`src/verilog/nand_ctrl_map.vh`:
```
// Register offsets, field positions, reset values and decode bits of the NAND bank controller
`ifndef NAND_CTRL_MAP_VH
`define NAND_CTRL_MAP_VH

////////////////////////////////////////////////////////////////////////////////
// Register offsets, bank 0 at the offset, bank 1 at offset plus 4
`define OFS_CTRL      6'h00
`define OFS_STAT      6'h08
`define OFS_TCOM      6'h10
`define OFS_TATT      6'h18
`define OFS_ECC       6'h20
`define OFS_BANK_STEP 6'h04

////////////////////////////////////////////////////////////////////////////////
// Bank control word fields
`define CTRL_WAIT_EN   1
`define CTRL_BANK_EN   2
`define CTRL_TYPE      3
`define CTRL_WID_LO    4
`define CTRL_WID_HI    5
`define CTRL_ECC_EN    6
`define CTRL_ECC_PAGE_SIZE_FIELD_LO  17
`define CTRL_ECC_PAGE_SIZE_FIELD_HI  19
`define WID_8BIT       2'h0
`define WID_16BIT      2'h1

////////////////////////////////////////////////////////////////////////////////
// Bank irq status word fields
`define STAT_RISE_FLAG  0
`define STAT_LEVEL_FLAG 1
`define STAT_FALL_FLAG  2
`define STAT_RISE_EN    3
`define STAT_LEVEL_EN   4
`define STAT_FALL_EN    5

////////////////////////////////////////////////////////////////////////////////
// Timing word byte fields
`define TIM_SETUP 2'h0
`define TIM_WAIT  2'h1
`define TIM_HOLD  2'h2
`define TIM_FLOAT 2'h3

////////////////////////////////////////////////////////////////////////////////
// Reset values
`define CTRL_RST 32'h00000018
`define STAT_RST 6'h00
`define TIM_RST  32'hFCFCFCFC

////////////////////////////////////////////////////////////////////////////////
// Memory window decode
`define MEM_SEL_BIT  19
`define BANK_SEL_BIT 18
`define ATTR_SEL_BIT 17
`define SECT_HI      16
`define SECT_LO      15
`define SECT_DATA    2'h0
`define SECT_CMD     2'h1
`define SECT_ADDR    2'h2

////////////////////////////////////////////////////////////////////////////////
// ECC sizing
`define ECC_MIN_PAGE  14'h0100
`define ECC_MIN_WIDTH 6'h16

`endif

```
`src/verilog/nand_bank_controller.v`:
```
// NAND flash bank controller: Wishbone registers, access sequencer, ready/busy irq, ECC
//
// Overview of operation
// - Two NAND banks, each with its own chip enable pin.
// - A bank makes external accesses only while its enable bit is one.
// - Memory type bit one selects the NAND command/address/data protocol.
// - Width field 00 uses 8 data lines; 16-bit drives upper lines too.
// - ECC page size field 001 selects a 512-byte page.
// - ECC accumulates only while the bank's ECC enable bit is set.
// - With wait enabled, hold new access until ready, chip enable held low.
// - Ready/busy irq on rising edge, falling edge or level, each separately enabled.
// - Chip enable low for (SET+1)+(WAIT+1)+(HOLD+1) cycles per access, plus any cycles spent waiting for ready.
// - Read or write strobe low exactly WAIT+1 cycles per access.
// - On writes data bus floats float-cycles count before being driven.
// - Separate timing sets for common and attribute space.
// - Two independent ECC units, one per bank.
// - ECC pages 256 to 8192 bytes give 22 to 32 bit codes.
// - ECC covers only bytes moved between start and stop.
// - ECC computes Hamming row and column parities over transferred bytes.
// - Command section writes are commands, address section address cycles, data data.
//
// Decided for this implementation: the register offsets and the Wishbone interface to the registers.
`timescale 1ns/100ps
`include "nand_ctrl_map.vh"

module nand_bank_controller (
  // Clock and reset
  input  wire        core_clk,
  input  wire        rst_n,
  // Wishbone slave
  input  wire        wb_cyc_i,
  input  wire        wb_stb_i,
  input  wire        wb_we_i,
  input  wire [19:0] wb_adr_i,
  input  wire [3:0]  wb_sel_i,
  input  wire [31:0] wb_dat_i,
  output reg  [31:0] wb_dat_o,
  output reg         wb_ack_o,
  // NAND strobes and latches
  output reg  [1:0]  nand_chip_enable_n,
  output reg         read_strobe_n,
  output reg         write_strobe_n,
  output reg         cmd_latch,
  output reg         addr_latch,
  // NAND data bus
  output reg  [15:0] flash_data_out,
  output reg  [1:0]  flash_data_oe,
  input  wire [15:0] flash_data_in,
  // Ready/busy
  input  wire        wait_input_n,
  input  wire [1:0]  ready_busy_irq_input,
  output reg  [1:0]  nand_irq
);

  localparam ST_IDLE   = 3'h0;
  localparam ST_READY  = 3'h1;
  localparam ST_SETUP  = 3'h2;
  localparam ST_STROBE = 3'h3;
  localparam ST_HOLD   = 3'h4;

  ////////////////////////////////////////////////////////////////////////////////
  // Helpers

  function [7:0] tfield;
    input [31:0] word;
    input [1:0]  idx;
    begin
      tfield = word[idx*8 +: 8];
    end
  endfunction

  function [31:0] merge;
    input [31:0] old;
    input [31:0] din;
    input [3:0]  sel;
    reg   [31:0] m;
    begin
      m     = {{8{sel[3]}}, {8{sel[2]}}, {8{sel[1]}}, {8{sel[0]}}};
      merge = (old & ~m) | (din & m);
    end
  endfunction

  ////////////////////////////////////////////////////////////////////////////////
  // State

  reg  [31:0] ctrl [0:1];
  reg  [31:0] tcom [0:1];
  reg  [31:0] tatt [0:1];
  reg  [5:0]  stat [0:1];
  reg  [2:0]  state;
  reg  [7:0]  cnt;
  reg  [9:0]  elapsed;
  reg         cur_bank;
  reg         cur_we;
  reg         cur_wide;
  reg  [1:0]  cur_sect;
  reg  [31:0] tim;
  reg  [15:0] rdata;
  reg  [1:0]  ecc_valid;
  reg  [7:0]  ecc_byte;
  reg  [15:0] data_s1;
  reg  [15:0] data_s2;
  reg         wait_s1;
  reg         wait_s2;
  reg  [1:0]  rb_s1;
  reg  [1:0]  rb_s2;
  reg  [1:0]  rb_prev;
  wire [63:0] ecc_flat;
  integer     b;

  wire        idle     = (state == ST_IDLE);
  wire        req      = wb_cyc_i & wb_stb_i & ~wb_ack_o & idle;
  wire        mem_req  = req & wb_adr_i[`MEM_SEL_BIT];
  wire        reg_req  = req & ~wb_adr_i[`MEM_SEL_BIT];
  wire        reg_map  = (wb_adr_i[18:6] == 13'h0000);
  wire [5:0]  reg_ofs  = {wb_adr_i[5:3], 3'h0};
  wire        reg_bank = wb_adr_i[2];
  wire        req_bank = wb_adr_i[`BANK_SEL_BIT];
  wire [31:0] req_ctrl = ctrl[req_bank];
  wire [31:0] req_tim  = wb_adr_i[`ATTR_SEL_BIT] ? tatt[req_bank] : tcom[req_bank];
  wire [1:0]  req_sect = wb_adr_i[`SECT_HI:`SECT_LO];
  wire        req_wide = (req_ctrl[`CTRL_WID_HI:`CTRL_WID_LO] == `WID_16BIT);
  wire        req_live = req_ctrl[`CTRL_BANK_EN] & req_ctrl[`CTRL_TYPE];
  wire        req_hold = req_ctrl[`CTRL_WAIT_EN] & ~wait_s2;
  wire [7:0]  t_setup  = tfield(tim, `TIM_SETUP);
  wire [7:0]  t_wait   = tfield(tim, `TIM_WAIT);
  wire [7:0]  t_hold   = tfield(tim, `TIM_HOLD);
  wire [7:0]  t_float  = tfield(tim, `TIM_FLOAT);
  wire        drive_nx = cur_we & ((elapsed + 10'h001) >= {2'h0, t_float});
  wire [15:0] rd_now   = cur_wide ? data_s2 : {8'h00, data_s2[7:0]};

  ////////////////////////////////////////////////////////////////////////////////
  // Input synchronisers

  always @(posedge core_clk or negedge rst_n)
  begin
    if (!rst_n)
    begin
      data_s1 <= 16'h0000;
      data_s2 <= 16'h0000;
      wait_s1 <= 1'b1;
      wait_s2 <= 1'b1;
      rb_s1   <= 2'h3;
      rb_s2   <= 2'h3;
      rb_prev <= 2'h3;
    end
    else
    begin
      data_s1 <= flash_data_in;
      data_s2 <= data_s1;
      wait_s1 <= wait_input_n;
      wait_s2 <= wait_s1;
      rb_s1   <= ready_busy_irq_input;
      rb_s2   <= rb_s1;
      rb_prev <= rb_s2;
    end
  end

  ////////////////////////////////////////////////////////////////////////////////
  // Register file and ready/busy interrupt flags

  always @(posedge core_clk or negedge rst_n)
  begin
    if (!rst_n)
    begin
      for (b = 0; b < 2; b = b + 1)
      begin
        ctrl[b] <= `CTRL_RST;
        tcom[b] <= `TIM_RST;
        tatt[b] <= `TIM_RST;
        stat[b] <= `STAT_RST;
      end
      nand_irq <= 2'h0;
    end
    else
    begin
      for (b = 0; b < 2; b = b + 1)
      begin
        if (reg_req && wb_we_i && reg_map && reg_bank == b[0])
        begin
          case (reg_ofs)
            `OFS_CTRL: ctrl[b] <= merge(ctrl[b], wb_dat_i, wb_sel_i);
            `OFS_TCOM: tcom[b] <= merge(tcom[b], wb_dat_i, wb_sel_i);
            `OFS_TATT: tatt[b] <= merge(tatt[b], wb_dat_i, wb_sel_i);
            default: ;
          endcase
        end
        // Edge and level flags: set wins over write-one-to-clear
        stat[b][`STAT_RISE_FLAG] <= (stat[b][`STAT_RISE_FLAG]
          & ~(reg_req & wb_we_i & reg_map & reg_ofs == `OFS_STAT & reg_bank == b[0]
              & wb_sel_i[0] & wb_dat_i[`STAT_RISE_FLAG]))
          | (rb_s2[b] & ~rb_prev[b]);
        stat[b][`STAT_LEVEL_FLAG] <= (stat[b][`STAT_LEVEL_FLAG]
          & ~(reg_req & wb_we_i & reg_map & reg_ofs == `OFS_STAT & reg_bank == b[0]
              & wb_sel_i[0] & wb_dat_i[`STAT_LEVEL_FLAG]))
          | rb_s2[b];
        stat[b][`STAT_FALL_FLAG] <= (stat[b][`STAT_FALL_FLAG]
          & ~(reg_req & wb_we_i & reg_map & reg_ofs == `OFS_STAT & reg_bank == b[0]
              & wb_sel_i[0] & wb_dat_i[`STAT_FALL_FLAG]))
          | (~rb_s2[b] & rb_prev[b]);
        if (reg_req && wb_we_i && reg_map && reg_ofs == `OFS_STAT && reg_bank == b[0]
            && wb_sel_i[0])
          stat[b][`STAT_FALL_EN:`STAT_RISE_EN] <= wb_dat_i[`STAT_FALL_EN:`STAT_RISE_EN];
        nand_irq[b] <= |(stat[b][`STAT_FALL_FLAG:`STAT_RISE_FLAG]
          & {stat[b][`STAT_FALL_EN], stat[b][`STAT_LEVEL_EN], stat[b][`STAT_RISE_EN]});
      end
    end
  end

  ////////////////////////////////////////////////////////////////////////////////
  // Bus answer and external access sequencer

  always @(posedge core_clk or negedge rst_n)
  begin
    if (!rst_n)
    begin
      state              <= ST_IDLE;
      cnt                <= 8'h00;
      elapsed            <= 10'h000;
      cur_bank           <= 1'b0;
      cur_we             <= 1'b0;
      cur_wide           <= 1'b0;
      cur_sect           <= `SECT_DATA;
      tim                <= `TIM_RST;
      rdata              <= 16'h0000;
      ecc_valid          <= 2'h0;
      ecc_byte           <= 8'h00;
      wb_ack_o           <= 1'b0;
      wb_dat_o           <= 32'h00000000;
      nand_chip_enable_n <= 2'h3;
      read_strobe_n      <= 1'b1;
      write_strobe_n     <= 1'b1;
      cmd_latch          <= 1'b0;
      addr_latch         <= 1'b0;
      flash_data_out     <= 16'h0000;
      flash_data_oe      <= 2'h0;
    end
    else
    begin
      wb_ack_o  <= 1'b0;
      ecc_valid <= 2'h0;
      case (state)
        ST_IDLE:
        begin
          if (reg_req)
          begin
            wb_ack_o <= 1'b1;
            wb_dat_o <= 32'h00000000;
            if (reg_map)
            begin
              case (reg_ofs)
                `OFS_CTRL: wb_dat_o <= ctrl[reg_bank];
                `OFS_STAT: wb_dat_o <= {26'h0000000, stat[reg_bank]};
                `OFS_TCOM: wb_dat_o <= tcom[reg_bank];
                `OFS_TATT: wb_dat_o <= tatt[reg_bank];
                `OFS_ECC:  wb_dat_o <= ecc_flat[reg_bank*32 +: 32];
                default:   wb_dat_o <= 32'h00000000;
              endcase
            end
          end
          else if (mem_req && !req_live)
          begin
            wb_ack_o <= 1'b1;
            wb_dat_o <= 32'h00000000;
          end
          else if (mem_req)
          begin
            cur_bank                     <= req_bank;
            cur_we                       <= wb_we_i;
            cur_wide                     <= req_wide;
            cur_sect                     <= req_sect;
            tim                          <= req_tim;
            nand_chip_enable_n[req_bank] <= 1'b0;
            cmd_latch                    <= (req_sect == `SECT_CMD);
            addr_latch                   <= (req_sect == `SECT_ADDR);
            flash_data_out               <= req_wide ? wb_dat_i[15:0]
                                                     : {8'h00, wb_dat_i[7:0]};
            cnt                          <= 8'h00;
            elapsed                      <= 10'h000;
            if (req_hold)
              state <= ST_READY;
            else
            begin
              state         <= ST_SETUP;
              flash_data_oe <= (wb_we_i && tfield(req_tim, `TIM_FLOAT) == 8'h00)
                               ? {req_wide, 1'b1} : 2'h0;
            end
          end
        end
        ST_READY:
        begin
          // Chip enable stays low while the part reports busy
          if (wait_s2)
          begin
            state         <= ST_SETUP;
            flash_data_oe <= (cur_we && t_float == 8'h00) ? {cur_wide, 1'b1} : 2'h0;
          end
        end
        ST_SETUP:
        begin
          elapsed       <= elapsed + 10'h001;
          flash_data_oe <= drive_nx ? {cur_wide, 1'b1} : 2'h0;
          if (cnt == t_setup)
          begin
            state          <= ST_STROBE;
            cnt            <= 8'h00;
            read_strobe_n  <= cur_we;
            write_strobe_n <= ~cur_we;
          end
          else
            cnt <= cnt + 8'h01;
        end
        ST_STROBE:
        begin
          elapsed       <= elapsed + 10'h001;
          flash_data_oe <= drive_nx ? {cur_wide, 1'b1} : 2'h0;
          if (cnt == t_wait)
          begin
            state          <= ST_HOLD;
            cnt            <= 8'h00;
            read_strobe_n  <= 1'b1;
            write_strobe_n <= 1'b1;
          end
          else
            cnt <= cnt + 8'h01;
        end
        ST_HOLD:
        begin
          elapsed       <= elapsed + 10'h001;
          flash_data_oe <= drive_nx ? {cur_wide, 1'b1} : 2'h0;
          // Synchronised bus now shows the sample taken one clock before the strobe rose
          if (cnt == 8'h00 && !cur_we)
            rdata <= rd_now;
          if (cnt == t_hold)
          begin
            state              <= ST_IDLE;
            cnt                <= 8'h00;
            nand_chip_enable_n <= 2'h3;
            cmd_latch          <= 1'b0;
            addr_latch         <= 1'b0;
            flash_data_oe      <= 2'h0;
            wb_ack_o           <= 1'b1;
            wb_dat_o           <= cur_we ? 32'h00000000
                                         : {16'h0000, (cnt == 8'h00) ? rd_now : rdata};
            if (cur_sect == `SECT_DATA)
            begin
              ecc_valid[cur_bank] <= 1'b1;
              ecc_byte            <= cur_we ? flash_data_out[7:0]
                                            : ((cnt == 8'h00) ? rd_now[7:0] : rdata[7:0]);
            end
          end
          else
            cnt <= cnt + 8'h01;
        end
        default:
          state <= ST_IDLE;
      endcase
    end
  end

  ////////////////////////////////////////////////////////////////////////////////
  // One ECC engine per bank

  genvar g;
  generate
    for (g = 0; g < 2; g = g + 1)
    begin : g_ecc
      nand_ecc_unit u_ecc (
        .core_clk   (core_clk),
        .rst_n      (rst_n),
        .enable     (ctrl[g][`CTRL_ECC_EN]),
        .page_size  (ctrl[g][`CTRL_ECC_PAGE_SIZE_FIELD_HI:`CTRL_ECC_PAGE_SIZE_FIELD_LO]),
        .byte_valid (ecc_valid[g]),
        .byte_data  (ecc_byte),
        .ecc_code   (ecc_flat[g*32 +: 32])
      );
    end
  endgenerate

endmodule // nand_bank_controller

```
`src/verilog/nand_ecc_unit.v`:
```
// Hamming row and column parity engine for one NAND bank
`timescale 1ns/100ps
`include "nand_ctrl_map.vh"

module nand_ecc_unit (
  // Clock and reset
  input  wire        core_clk,
  input  wire        rst_n,
  // Control
  input  wire        enable,
  input  wire [2:0]  page_size,
  // Byte stream
  input  wire        byte_valid,
  input  wire [7:0]  byte_data,
  // Result
  output reg  [31:0] ecc_code
);

  reg         run;
  reg  [13:0] count;
  reg  [5:0]  col;
  reg  [25:0] row;
  wire [13:0] page_bytes;
  wire        live;
  wire        bpar;
  wire [5:0]  code_width;
  wire [5:0]  next_col;
  wire [25:0] next_row;

  assign page_bytes = `ECC_MIN_PAGE << page_size;
  assign live       = run & byte_valid & (count < page_bytes);
  assign bpar       = ^byte_data;
  assign code_width = `ECC_MIN_WIDTH + {2'h0, page_size, 1'b0};

  // Column parities, complement first in each pair
  assign next_col[0] = col[0] ^ (^{byte_data[6], byte_data[4], byte_data[2], byte_data[0]});
  assign next_col[1] = col[1] ^ (^{byte_data[7], byte_data[5], byte_data[3], byte_data[1]});
  assign next_col[2] = col[2] ^ (^{byte_data[5], byte_data[4], byte_data[1], byte_data[0]});
  assign next_col[3] = col[3] ^ (^{byte_data[7], byte_data[6], byte_data[3], byte_data[2]});
  assign next_col[4] = col[4] ^ (^byte_data[3:0]);
  assign next_col[5] = col[5] ^ (^byte_data[7:4]);

  // Row parities by byte address bit
  genvar j;
  generate
    for (j = 0; j < 13; j = j + 1)
    begin : g_row
      assign next_row[2*j]   = row[2*j]   ^ (bpar & ~count[j]);
      assign next_row[2*j+1] = row[2*j+1] ^ (bpar &  count[j]);
    end
  endgenerate

  always @(posedge core_clk or negedge rst_n)
  begin
    if (!rst_n)
    begin
      run      <= 1'b0;
      count    <= 14'h0000;
      col      <= 6'h00;
      row      <= 26'h0000000;
      ecc_code <= 32'h00000000;
    end
    else if (enable && !run)
    begin
      run      <= 1'b1;
      count    <= 14'h0000;
      col      <= 6'h00;
      row      <= 26'h0000000;
      ecc_code <= 32'h00000000;
    end
    else if (!enable && run)
    begin
      run      <= 1'b0;
      ecc_code <= {row, col} & ~(32'hFFFFFFFF << code_width);
    end
    else if (live)
    begin
      count <= count + 14'h0001;
      col   <= next_col;
      row   <= next_row;
    end
  end

endmodule // nand_ecc_unit
```
`config.mk`:
```
export PLATFORM = sky130hd
export DESIGN_NAME = nand_bank_controller
export DESIGN_NICKNAME = d
export VERILOG_FILES = /design/src/verilog/nand_bank_controller.v /design/src/verilog/nand_ecc_unit.v
export VERILOG_INCLUDE_DIRS = /design/src /design/src/verilog
export SDC_FILE = /design/constraint.sdc
export NUM_CORES = 1
export LEC_CHECK = 0
export BUFFER_PORTS_ARGS = -buffer_cell sky130_fd_sc_hd__buf_2
export CORE_MARGIN = 5
export CORE_UTILIZATION = 60
export DETAILED_ROUTE_END_ITERATION = 16
export GPL_ROUTABILITY_DRIVEN = 0
export PLACE_DENSITY = 0.78
export SYNTH_ARGS = -nofsm -noshare
export SYNTH_HDL_FRONTEND = slang
export SYNTH_SLANG_ARGS = --single-unit
```
`constraint.sdc`:
```
create_clock -name core_clk -period 8.3 [get_ports core_clk]
set_input_delay 0.83 -clock core_clk [delete_from_list [all_inputs] [get_ports core_clk]]
set_output_delay 0.83 -clock core_clk [all_outputs]
set_load 0.02 [all_outputs]
```
## Word-level counts from Yosys, hierarchy flattened

Index checks and enable logic that the tools add are counted.

| word-level totals | value |
|---|---|
| register bits after elaboration | 545 |
| input port bits | 80 |
| output and inout port bits | 59 |
| word-level logic and storage cells | 507 |

| operators by class | value |
|---|---|
| add/sub/neg operators | 6 |
| order comparisons | 9 |
| equality and inequality tests | 25 |
| shift-type cells | 5 |
| multiplexer cells | 120 |
| bitwise logic cells | 224 |
| reductions and logical operators | 70 |

Operator list:

| kind | count |
|---|---|
| 32-bit 2-to-1 mux | 24 |
| 32-bit bitwise AND | 9 |
| 32-bit bitwise OR | 6 |
| 32-bit case mux with 5 select lines | 1 |
| 26-bit 2-to-1 mux | 6 |
| 32-bit NOT | 3 |
| 1-bit bitwise AND | 87 |
| 14-bit 2-to-1 mux | 6 |
| 6-bit 2-to-1 mux | 12 |
| 16-bit 2-to-1 mux | 4 |
| 8-bit 2-to-1 mux | 8 |
| 32-bit case mux with 2 select lines | 1 |
| 64-bit by 7-bit variable part select with 32-bit output | 1 |
| 32-bit by 6-bit left shift with 32-bit output, first input constant | 2 |
| 1-bit bitwise XOR | 64 |
| 1-bit NOT | 43 |
| 2-bit 2-to-1 mux | 17 |
| 8-bit case mux with 4 select lines | 1 |
| 10-bit 2-to-1 mux | 3 |
| 14-bit by 1-bit adder with 14-bit output, second input constant | 2 |
| 14-bit < comparator | 2 |
| 9-bit by 3-bit left shift with 14-bit output, first input constant | 2 |
| 8-bit == test | 3 |
| 8-bit zero test | 3 |
| other kinds (46) | 149 |

## Longest topological paths before layout

Gate-level depths: netlist of the first run.

| logic depth | value |
|---|---|
| depth in word-level cells | 13 |
| gate-level depth with buffers | 12 |
| gate-level depth less buffers | 10 |

## Hierarchy

A second synthesis of the first run with hierarchy kept.

| second synthesis, totals | value |
|---|---|
| cell total of the unflattened synthesis | 2347 |
| area, all modules | 27236.1 sq um |

By module, submodules not included:

| module | instances | cells an instance | area each (sq um) | seq. area each (sq um) |
|---|---|---|---|---|
| nand_bank_controller | 1 | 1437 | 18656.6 | 9854.5 |
| nand_ecc_unit at g_ecc[0].u_ecc | 1 | 456 | 4305.4 | 1976.9 |
| nand_ecc_unit at g_ecc[1].u_ecc | 1 | 454 | 4274.1 | 1976.9 |

## Least setup slack after synthesis of the first run

No wires, ideal clock.

| path | value |
|---|---|
| path kind | input port to flip-flop |
| from | in wb_adr_i[2] |
| to | reg with a tool-made name |
| library setup time | 0.125 ns |
| arrival time | 2.611 ns |
| required time | 8.175 ns |
| setup slack | 5.564 ns |
| stages on the path | 6 |
| path buffers | 3 |
| cell sequence | buf_2 buf_2 buf_1 nand2_1 nor2_2 mux2_2 |

RTL lines:

| what | RTL line | text |
|---|---|---|
| start: declaration | nand_bank_controller.v:34 | `input wire [19:0] wb_adr_i,` |

## Worst setup path after layout of the first run

| path | value |
|---|---|
| from | in wb_adr_i[18] |
| to | reg elapsed[9] |

| between the ends | value |
|---|---|
| cells in the longest elaborated chain, start to end | 9 |

Ends and longest elaborated chain:

| what | RTL line | text |
|---|---|---|
| 1-bit NOT with 2-bit output (implied by the code) | nand_bank_controller.v:119 | `wire [31:0] req_ctrl = ctrl[req_bank];` |
| 6-bit 2-to-1 mux (implied by the code) (3 in series) | nand_bank_controller.v:119 |  |
| 1-bit bitwise AND | nand_bank_controller.v:123 | `` wire req_live = req_ctrl[`CTRL_BANK_EN] & req_ctrl[`CTRL_TYPE]; `` |
| 1-bit zero test | nand_bank_controller.v:261 | `else if (mem_req && !req_live)` |
| 1-bit logical AND | nand_bank_controller.v:261 |  |
| 2-bit != test (no line) | -- |  |
| 4-bit AND reduction (no line) | -- |  |
| end signal: assignment | nand_bank_controller.v:301 | `elapsed <= elapsed + 10'h001;` |
| end signal: assignment | nand_bank_controller.v:315 | `elapsed <= elapsed + 10'h001;` |
| end signal: assignment | nand_bank_controller.v:329 | `elapsed <= elapsed + 10'h001;` |
| end: declaration | nand_bank_controller.v:92 | `reg [9:0] elapsed;` |

No other way between the ends. The select of a mux whose other input is x is not followed.
A chain may end at the register's enable or synchronous reset.

==> results of run 1 <==
==> layer usage <==
layer / vias up / wire length (um)
li1: 8074 / -
met1: 9535 / 27870
met5: - / 0
met4: 0 / 1935
met2: 632 / 32710
met3: 125 / 4311
==> report_power, final <==
group / leakage (nW) / switching (mW) / internal, mW
sequential: 6.89 / 0.129 / 2.75
clock: 0.914 / 1.05 / 1.50
combinational: 5.54 / 0.303 / 0.206
total: 13.4 / 1.48 / 4.45
==> per-stage QoR <==
step | setup WS [ns] | area [sq um] | utilization (%) | std cells | total power, mW
after floorplan | 5.564 | 26260 | - | 2167 | 3.205
after global placement | 4.325 | 27410 | 63.48 | 2783 | 3.394
after detailed placement | 4.285 | 27410 | 63.48 | 2783 | 3.422
after CTS | 4.857 | 29260 | 67.77 | 2888 | 5.953
after global routing | 4.637 | 29270 | 67.80 | 2892 | 6.143
final | 4.779 | 29270 | 67.80 | 2892 | 5.931
==> final timing paths <==
path,to,cells past startpoint,slack (ns)
worst max-delay path,elapsed[9]$_DFFE_PN0P_,7,4.78
worst min-delay path,async pin,1,0.27
worst max register to register,g_ecc[0].u_ecc.count[13]$_DFFE_PN0P_,11,4.83
worst min register to register,data_s2[4]$_DFF_PN0_,0,0.35
max in group asynchronous,g_ecc[1].u_ecc.count[11]$_DFFE_PN0P_,2,6.52
min in group core_clk,rb_s1[1]$_DFF_PN1_,1,0.31
==> synthesized netlist by cell type, drive strengths merged, types with 15 or more instances <==
cell and n:
nor2b 19, nor2 129, dfstp 136, o22ai 34, o21ai 94, xor2 85
mux4 67, buf 29, nand2b 21, nor3 21, ha 47, nor4 19
a22o 48, nand2 185, clkbuf 102, dfrtp 409, mux2 269, mux2i 65
a21oi 64, nand4 36, nand3 39, or4 15, inv 36, xnor2 23
==> cell type report <==
cell class | instances | share of cell area (%)
Clock buffer | 90 | 5.707
Clock inverter | 15 | 0.6241
Timing Repair Buffer | 162 | 3.091
Inverter | 37 | 0.4745
Multi-Input combinational cell | 1454 | 40.39
Tap cell | 585 | 2.501
Sequential cell | 545 | 47.18
Antenna cell | 4 | 0.03420
==> worst max-delay path: cells and delay by family <==
kind	cells	cell delay [ns]
compound gates	4	1.70
simple gates	1	0.42
buf+inv	2	1.02
==> cells by family (layout without fill, tap and decap cells) <==
kind of cell	Yosys count	count (layout)	share of synthesized area (%)
flip-flops	545	545	52.58
XOR/XNOR	108	108	3.602
AND/OR/NAND/NOR	557	557	10.65
buffers and inverters	168	304	2.516
multiplexers	401	401	19.76
other	0	4	0
AO/OA/AOI/OAI	341	341	8.657
adder cells (fa/ha/maj)	47	47	2.239
==> summary.md, run 1 <==
| Metric | Value |
|---|---|
| Layout cell share with drive strength beyond 1 | 32.78% |
| Post-Route Skew | 0.02097 ns |
| Critical path class | in -> reg |
| Port buffer count | 136 |
| Vias in the first global route | roughly 19k |
| Post-synthesis register bit count | 545 |
| Share of the synthesized area in the top cell type | just under 40% |
| Synth cell types | 68 |
| Top cells by area, synth | dfrtp_1, dfstp_2, mux2_2 |
| Worst setup path start | wb_adr_i[18] |
| Clk root buf | clkbuf_16 |
| Remaining antenna violation count | 0 |
| Crit path capture type | flip-flop |
| Global-route wire length before repair | 106200 um |
| F_max | between 0.2 and 0.3 GHz |
| Post-synth EDFFs | 0 |
| DRC | 0 |
| Core Rows | 76 |
| I/O pin count | between 100 and 150 |
| Via count | 18.37k |
| Clock period minus worst slack | 3.521 ns |
| CTS resizes | 0 |
| GRT overflow | 0 |
| Leakage power | between 10 and 15 nW |
| Seq/Total Area, Yosys | 52.58% |
| Crit path DAT | 4.01 ns |
| Syn Area/Cell | 12.12 sq um |
| Die area | 0.04806 sq mm |
| TNS Setup | 0 ns |
| GRT Max-Usage Layer | met2 |
| Worst hold path class | in -> async |
| Most frequent cells in the layout | dfrtp_1, mux2_2, nand2_1, dfstp_2, buf_2 |
| Met3 Resource Use GR | 4.428% |
| Die Width | 219.2 um |
| Post-DP HPWL | 46350 um |
| Initial Utilization | 60.83% |
| Clock Sinks | between 500 and 600 |
| Htree depth | 2 |
| Synthesis-to-layout area growth | 11.45% |
| Maximum clock path buffer count | 3 |
| Met1 Use GR | 39.04% |
| Synth area leader | dfrtp_1 |
| Total GRT Usage | 28.14% |
| Area occupied by registers | about 0.014 sq mm |
| Slew margin rel. | 27.67% |
| GRT met2 Usage | 46.01% |
| Core Region | between 0.04 and 0.05 sq mm |
| Hold Worst Slack | 0.2679 ns |
| Area taken by multi-input logic gates | approximately 0.012 sq mm |
| Routed wire length | 66830 um |
| Final number of hold-violating endpoints | 0 |
| Post-DR vias/cell | 6.351 |
| Crit path largest cell delay | approximately 0.73 ns |
| Clk pin slew, worst setup/hold paths | 0.06 ns |
| Endpoints failing setup | 0 |
| DRT iter0 DRCs | 1641 |
| Net count after synthesis | 2294 |
| Top FF cell, synth | dfrtp_1 |
| Fraction of registers with async set/reset | 100.0% |
| Post-CTS setup buffers | 0 |
| Insertion delay to the later sink of the worst-skew pair | 0.61 ns |
| Slowest-stage cell, CP | o31ai_1 |
| CTS tree | built |
| Netlist Area Pre-Place | 0.02626 sq mm |
| Most common cell after layout, fill and taps aside | dfrtp_1 |
| Hold Buf Count CTS | 0 |
| RSZ-0062 raised after global routing | false |
| Critical Path Fanout Max | 27 |
| Synth warn | 0 |
| Outcome | complete, no violations |
| Cell Pwr Density | 202.6 mW/mm^2 |
| Fillcell total | roughly 3.1k |
| Die outline height | 219.2 um |
| Max-cap viol count | 0 |
| Startpoint type of the worst setup path | input pin |
| Largest net degree at the start of global routing | 160 |
| DR WL/cell | 23.11 um |
| Worst slew pin tran | 1.082 ns |
| Pre-Repair DR Iteration Count | 5 |
| Worst-path cell chain | buf_2 > buf_4 > nand3_1 > a211o_1 > o31ai_1 > o21ai_0 > a22o_1 |
| Num CTS Buffers | 56 |
| Critical Path RT | ~9 ns |
| Tcrit/Tclk final | 42.42% |
| IR drop worst, VDD | 0.0001551 V |
| Initial antenna violation count | 4 |
| Final Max Tran Viols | 0 |
| Final #Nets | ~2.4k |
| Mapped Cells | 2167 |
(Power assumes the default switching activity.)
==> inputs of run 2 (changes only) <==
CORE_UTILIZATION = 56   (was 60)
PLACE_DENSITY = 0.77   (was 0.78)
clock period = 3.1 ns   (was 8.3 ns; I/O delays follow)
==> run 2 against run 1 <==
  * Sequential share of layout area is 1.2 points lower
  * Setup slack worse by 4.6 ns
  * Flip-flop and latch count stayed put
  * Clock skew is 0.0090 ns higher
  * Global-route usage is 1.5 points lower
  * Combinational power grew to 2.9 times the previous value
  * Total power grew to 2.7 times the previous value
  * Worst hold slack worse by 0.24 ns
  * Routed wire length is 2.1% higher
  * Largest cell class unchanged
  * Highest routed layer is now met5
==> summary.md, run 2 (synthesis results as in run 1) <==
| Metric | Value |
|---|---|
| Global-route wire length before repair | 107100 um |
| Endpoints failing setup | 0 |
| Vias in the first global route | 18.97k |
| Hold Worst Slack | 0.02609 ns |
| IR drop worst, VDD | 0.0004991 V |
| Area taken by multi-input logic gates | 0.01183 sq mm |
| Die area | ~0.051 sq mm |
| Fin area | approximately 0.030 sq mm |
| Clock Sinks | 545 |
| Post-DR vias/cell | 6.195 |
| Final #Nets | 2461 |
| Num CTS Buffers | 56 |
| Worst slew pin tran | 0.9720 ns |
| Most frequent cells in the layout | dfrtp_1, mux2_2, nand2_1, dfstp_2, buf_2 |
| Final Max Tran Viols | 0 |
| Critical path class | reg -> reg |
| Port buffer count | 136 |
| Pwr Total | 15.86 mW |
| Worst hold path class | in -> reg |
| Initial antenna violation count | 7 |
| Synthesis-to-layout area growth | 14.43% |
| RSZ-0062 raised after global routing | false |
| Worst Reg2Reg Path Length in Cells | 11 |
| Routed wire length | around 70000 um |
| Area occupied by registers | 0.01381 sq mm |
| I/O pin count | 139 |
| Die outline height | 226.6 um |
| GRT overflow | 0 |
| Final number of hold-violating endpoints | 0 |
| Crit path DAT | 3.46 ns |
| Via count | 18.54k |
| Post-Route Skew | 0.02992 ns |
| Initial Utilization | 56.53% |
| F_max | 0.3423 GHz |
| Fillcell total | 3343 |
| Cell Pwr Density | 527.6 mW/mm^2 |
| Critical Path RT | about 3.6 ns |
| Worst Hold Depth | 2 |
| Clk root buf | clkbuf_16 |
| Startpoint type of the worst setup path | flip-flop |
| TNS Setup | 0 ns |
| Pre-Repair DR Iteration Count | 5 |
| Maximum clock path buffer count | 3 |
| Clk pin slew, worst setup/hold paths | about 0.06 ns |
| DRC | 0 |
| Post-DP HPWL | 48470 um |
| Layout cell share with drive strength beyond 1 | between 30% and 40% |
| DR WL/cell | 22.80 um |
| Remaining antenna violation count | 0 |
| Tcrit/Tclk final | 94.23% |
| Leakage power | 13.75 nW |
| Post-CTS setup buffers | 0 |
| Critical Path Fanout Max | 15 |
| Max-cap viol count | 0 |
| Core Rows | ~80 |
| Dpl cell area | 0.02793 sq mm |
| Most common cell after layout, fill and taps aside | dfrtp_1 |
| Insertion delay to the later sink of the worst-skew pair | just over 0.6 ns |
| CTS tree | built |
| Htree depth | 2 |
| Total GRT Usage | 26.63% |
| Clock period minus worst slack | 2.921 ns |
| DRT iter0 DRCs | ~1.7k |
| Outcome | complete, no violations |
| Crit path capture type | flip-flop |
| Core Region | between 0.04 and 0.05 sq mm |
| Die Width | about 230 um |
| Largest net degree at the start of global routing | 97 |
| Core Util, Final | 64.69% |
| Slew margin rel. | between 30% and 40% |
[run 2: what timing repair did]
action / in CTS / in global routing
hold buffers: 27 / 0
gates resized for setup: 0 / 2
endpoints found under the setup margin: 0 / 6
endpoints found under the hold margin: 94 / 0
[run 2: layout make-up]
type / count / share of cell area [%]
Antenna cell: 6 / 0.04996
Clock buffer: 87 / 5.517
Clock inverter: 16 / 0.5871
Inverter: 37 / 0.4622
Multi-Input combinational cell: 1454 / 39.35
Sequential cell: 545 / 45.95
Tap cell: 607 / 2.527
Timing Repair Buffer: 240 / 5.558
[run 2: through the flow]
stage,instances,worst slack (ns)
5_1_grt,2989,0.01256
3_3_place_gp,2856,0.2303
3_5_place_dp,2856,0.05033
2_1_floorplan,2167,0.3750
6_report,2992,0.1787
4_1_cts,2986,0.04211
[run 2: path summary, 6_finish.rpt]
check                                                 endpoint            startpoint  slack [ns]
max                        g_ecc[0].u_ecc.count[3]$_DFFE_PN0P_             flip-flop        0.18
min                                                  flip-flop          wb_dat_i[19]        0.03
max reg2reg                g_ecc[0].u_ecc.count[3]$_DFFE_PN0P_             flip-flop        0.18
min reg2reg                               data_s2[1]$_DFF_PN0_  data_s1[1]$_DFF_PN0_        0.35
max in group asynchronous                            async pin                 rst_n        1.87
min in group asynchronous               elapsed[4]$_DFFE_PN0P_                 rst_n        0.36
[run 2: metal layers]
metal  track usage [%]  wire length, um
met1             35.74            27620
met2             43.95            33660
met3             5.373             4865
met4             8.985             2039
met5                 0               39
[run 2: report_power, final]
| part | total [mW] | switching, mW | internal (mW) |
|---|---|---|---|
| combinational | 1.48 | 0.868 | 0.614 |
| sequential | 7.67 | 0.321 | 7.35 |
| clock | 6.70 | 2.78 | 3.92 |
[run 2: worst max-delay path, stage by stage, from the launching register on]
cell and delay (ns):
dfrtp_1 0.55, inv_1 0.17, ha_1 0.27, nand2b_1 0.09
ha_1 0.23, o21a_1 0.19, o21a_1 0.19, o31ai_4 0.20
nand2_1 0.24, buf_4 0.26, nor4b_1 0.31, a211o_1 0.14
==> inputs of run 3 (changes only) <==
CTS_BUF_LIST = sky130_fd_sc_hd__clkbuf_4 sky130_fd_sc_hd__clkbuf_8 sky130_fd_sc_hd__clkbuf_16   (was unset)
RECOVER_POWER = 50   (was unset)
==> run 3 against run 2 <==
  * The run now ends with capacitance limit, slew limit left
  * First-iteration DRC count fell by 2.2%
  * Largest power group unchanged
  * Non-clock buffer count rose by 2
  * Cell count barely moved
  * Sequential share of layout area barely moved
  * Highest routed layer unchanged
  * Via count rose by 0.22%
  * Clock-buffer cell count did not move
==> summary.md, run 3 (synthesis results as in run 1) <==
| Metric | Value |
|---|---|
| Post-DP HPWL | roughly 48000 um |
| Via count | between 15k and 20k |
| Vias in the first global route | roughly 19k |
| Core Rows | 79 |
| Initial antenna violation count | 8 |
| Remaining antenna violation count | 0 |
| Final #Nets | 2463 |
| Critical path class | reg -> reg |
| Endpoints failing setup | 0 |
| Fillcell total | 3325 |
| F_max | 0.3429 GHz |
| Post-CTS setup buffers | 0 |
| Outcome | finished, violations left |
| Layout cell share with drive strength beyond 1 | 34.57% |
| Final number of hold-violating endpoints | 0 |
| Port buffer count | 136 |
| Initial Utilization | 56.53% |
| Final setup margin | 0.1841 ns |
| DR WL/cell | 22.87 um |
| DRC | 0 |
| Post-Route Skew | 0.02814 ns |
| Critical Path RT | around 3.7 ns |
| Final Non-Filler Cells | 2994 |
| Area taken by multi-input logic gates | 0.01183 sq mm |
| Routed wire length | 68460 um |
| Dpl cell area | roughly 0.028 sq mm |
| Global-route wire length before repair | 107800 um |
| Final Max Tran Viols | 94 |
| Largest net degree at the start of global routing | 97 |
| Worst hold path class | in -> reg |
| Worst slew pin tran | 2.320 ns |
| Cell Pwr Density | 532.1 mW/mm^2 |
| Core Util, Final | approximately two thirds |
| Die area | 0.05133 sq mm |
| Clock Sinks | 545 |
| Clk root buf | clkbuf_16 |
| Htree depth | 2 |
| Clk pin slew, worst setup/hold paths | approximately 0.060 ns |
| Hold Worst Slack | 0.03403 ns |
| Num CTS Buffers | between 50 and 60 |
| Pre-Repair DR Iteration Count | 6 |
| Cell Count Post-Placement | 2856 |
| Die outline height | 226.6 um |
| Total GRT Usage | 26.80% |
| Insertion delay to the later sink of the worst-skew pair | slightly above 0.6 ns |
| IR drop worst, VDD | 0.0005001 V |
| Critical Path Fanout Max | 16 |
| Pwr Total | between 15 and 20 mW |
| TNS Setup | 0 ns |
| Core Region | 0.04646 sq mm |
| Slew margin rel. | -54.68% |
| Max-cap viol count | 1 |
| Startpoint type of the worst setup path | flip-flop |
| Die Width | 226.6 um |
| Failing checks | capacitance limit, slew limit |
| Most frequent cells in the layout | dfrtp_1, mux2_2, nand2_1, dfstp_2, buf_2 |
| Fin area | 0.03008 sq mm |
| Clock period minus worst slack | 2.916 ns |
| Maximum clock path buffer count | 3 |
| Crit path capture type | flip-flop |
| I/O pin count | 139 |
| CTS tree | built |
| Most common cell after layout, fill and taps aside | dfrtp_1 |
| Dpl ws | 0.05033 ns |
| Crit path DAT | 3.46 ns |
| Post-DR vias/cell | 6.204 |
| DRT iter0 DRCs | 1655 |
| Area occupied by registers | 0.01381 sq mm |
| GRT overflow | 0 |
| Leakage power | roughly 14 nW |
| Synthesis-to-layout area growth | 14.53% |
| Tcrit/Tclk final | 94.06% |
| RSZ-0062 raised after global routing | false |
==> run 3: metal layers <==
metal	wire length, um	global-route usage [%]	up-vias
met5	43	0	-
met4	2097	9.373	4
met1	27820	36.35	9552
met3	4793	5.023	122
met2	33710	43.94	655
li1	-	-	8243
==> run 3: layout make-up <==
class,instances,area share [%]
Tap cell,607,2.525
Clock buffer,87,5.724
Timing Repair Buffer,242,5.433
Multi-Input combinational cell,1454,39.31
Sequential cell,545,45.91
Inverter,37,0.4617
Antenna cell,6,0.04992
Clock inverter,16,0.5865
==> run 3: worst paths after layout <==
kind	start	depth (start not counted)	slack (ns)	end
worst max-delay path	flip-flop	11	0.18	g_ecc[1].u_ecc.count[2]$_DFFE_PN0P_
worst min-delay path	wb_dat_i[16]	2	0.03	flip-flop
worst max register to register	flip-flop	11	0.18	g_ecc[1].u_ecc.count[2]$_DFFE_PN0P_
worst min register to register	data_s1[14]$_DFF_PN0_	0	0.35	data_s2[14]$_DFF_PN0_
max in group asynchronous	rst_n	3	0.54	async pin
min in group asynchronous	rst_n	2	0.97	elapsed[4]$_DFFE_PN0P_
==> run 3: repair_timing <==
item                                    4_1_cts  5_1_grt
hold buffers                                 29        0
resized for setup                             0        2
endpoints found under the hold margin        96        0
endpoints found under the setup margin        0        6
==> run 3: where the power goes <==
group / leakage, nW / total, mW / switching [mW] / internal [mW]
clock network: 0.963 / 6.86 / 2.79 / 4.07
registers: 6.89 / 7.67 / 0.319 / 7.35
logic: 5.94 / 1.48 / 0.870 / 0.608
total: 13.8 / 16.0 / 3.98 / 12.0
==> run 3: critical path, cell delays in order (launching register included) <==
cell      delay, ns
dfrtp_1        0.46
inv_1          0.16
ha_1           0.20
nand2b_1       0.07
ha_1           0.29
o21a_1         0.18
o21a_1         0.17
o31ai_2        0.30
buf_4          0.29
nand2_2        0.21
nor4b_1        0.38
a211o_1        0.14
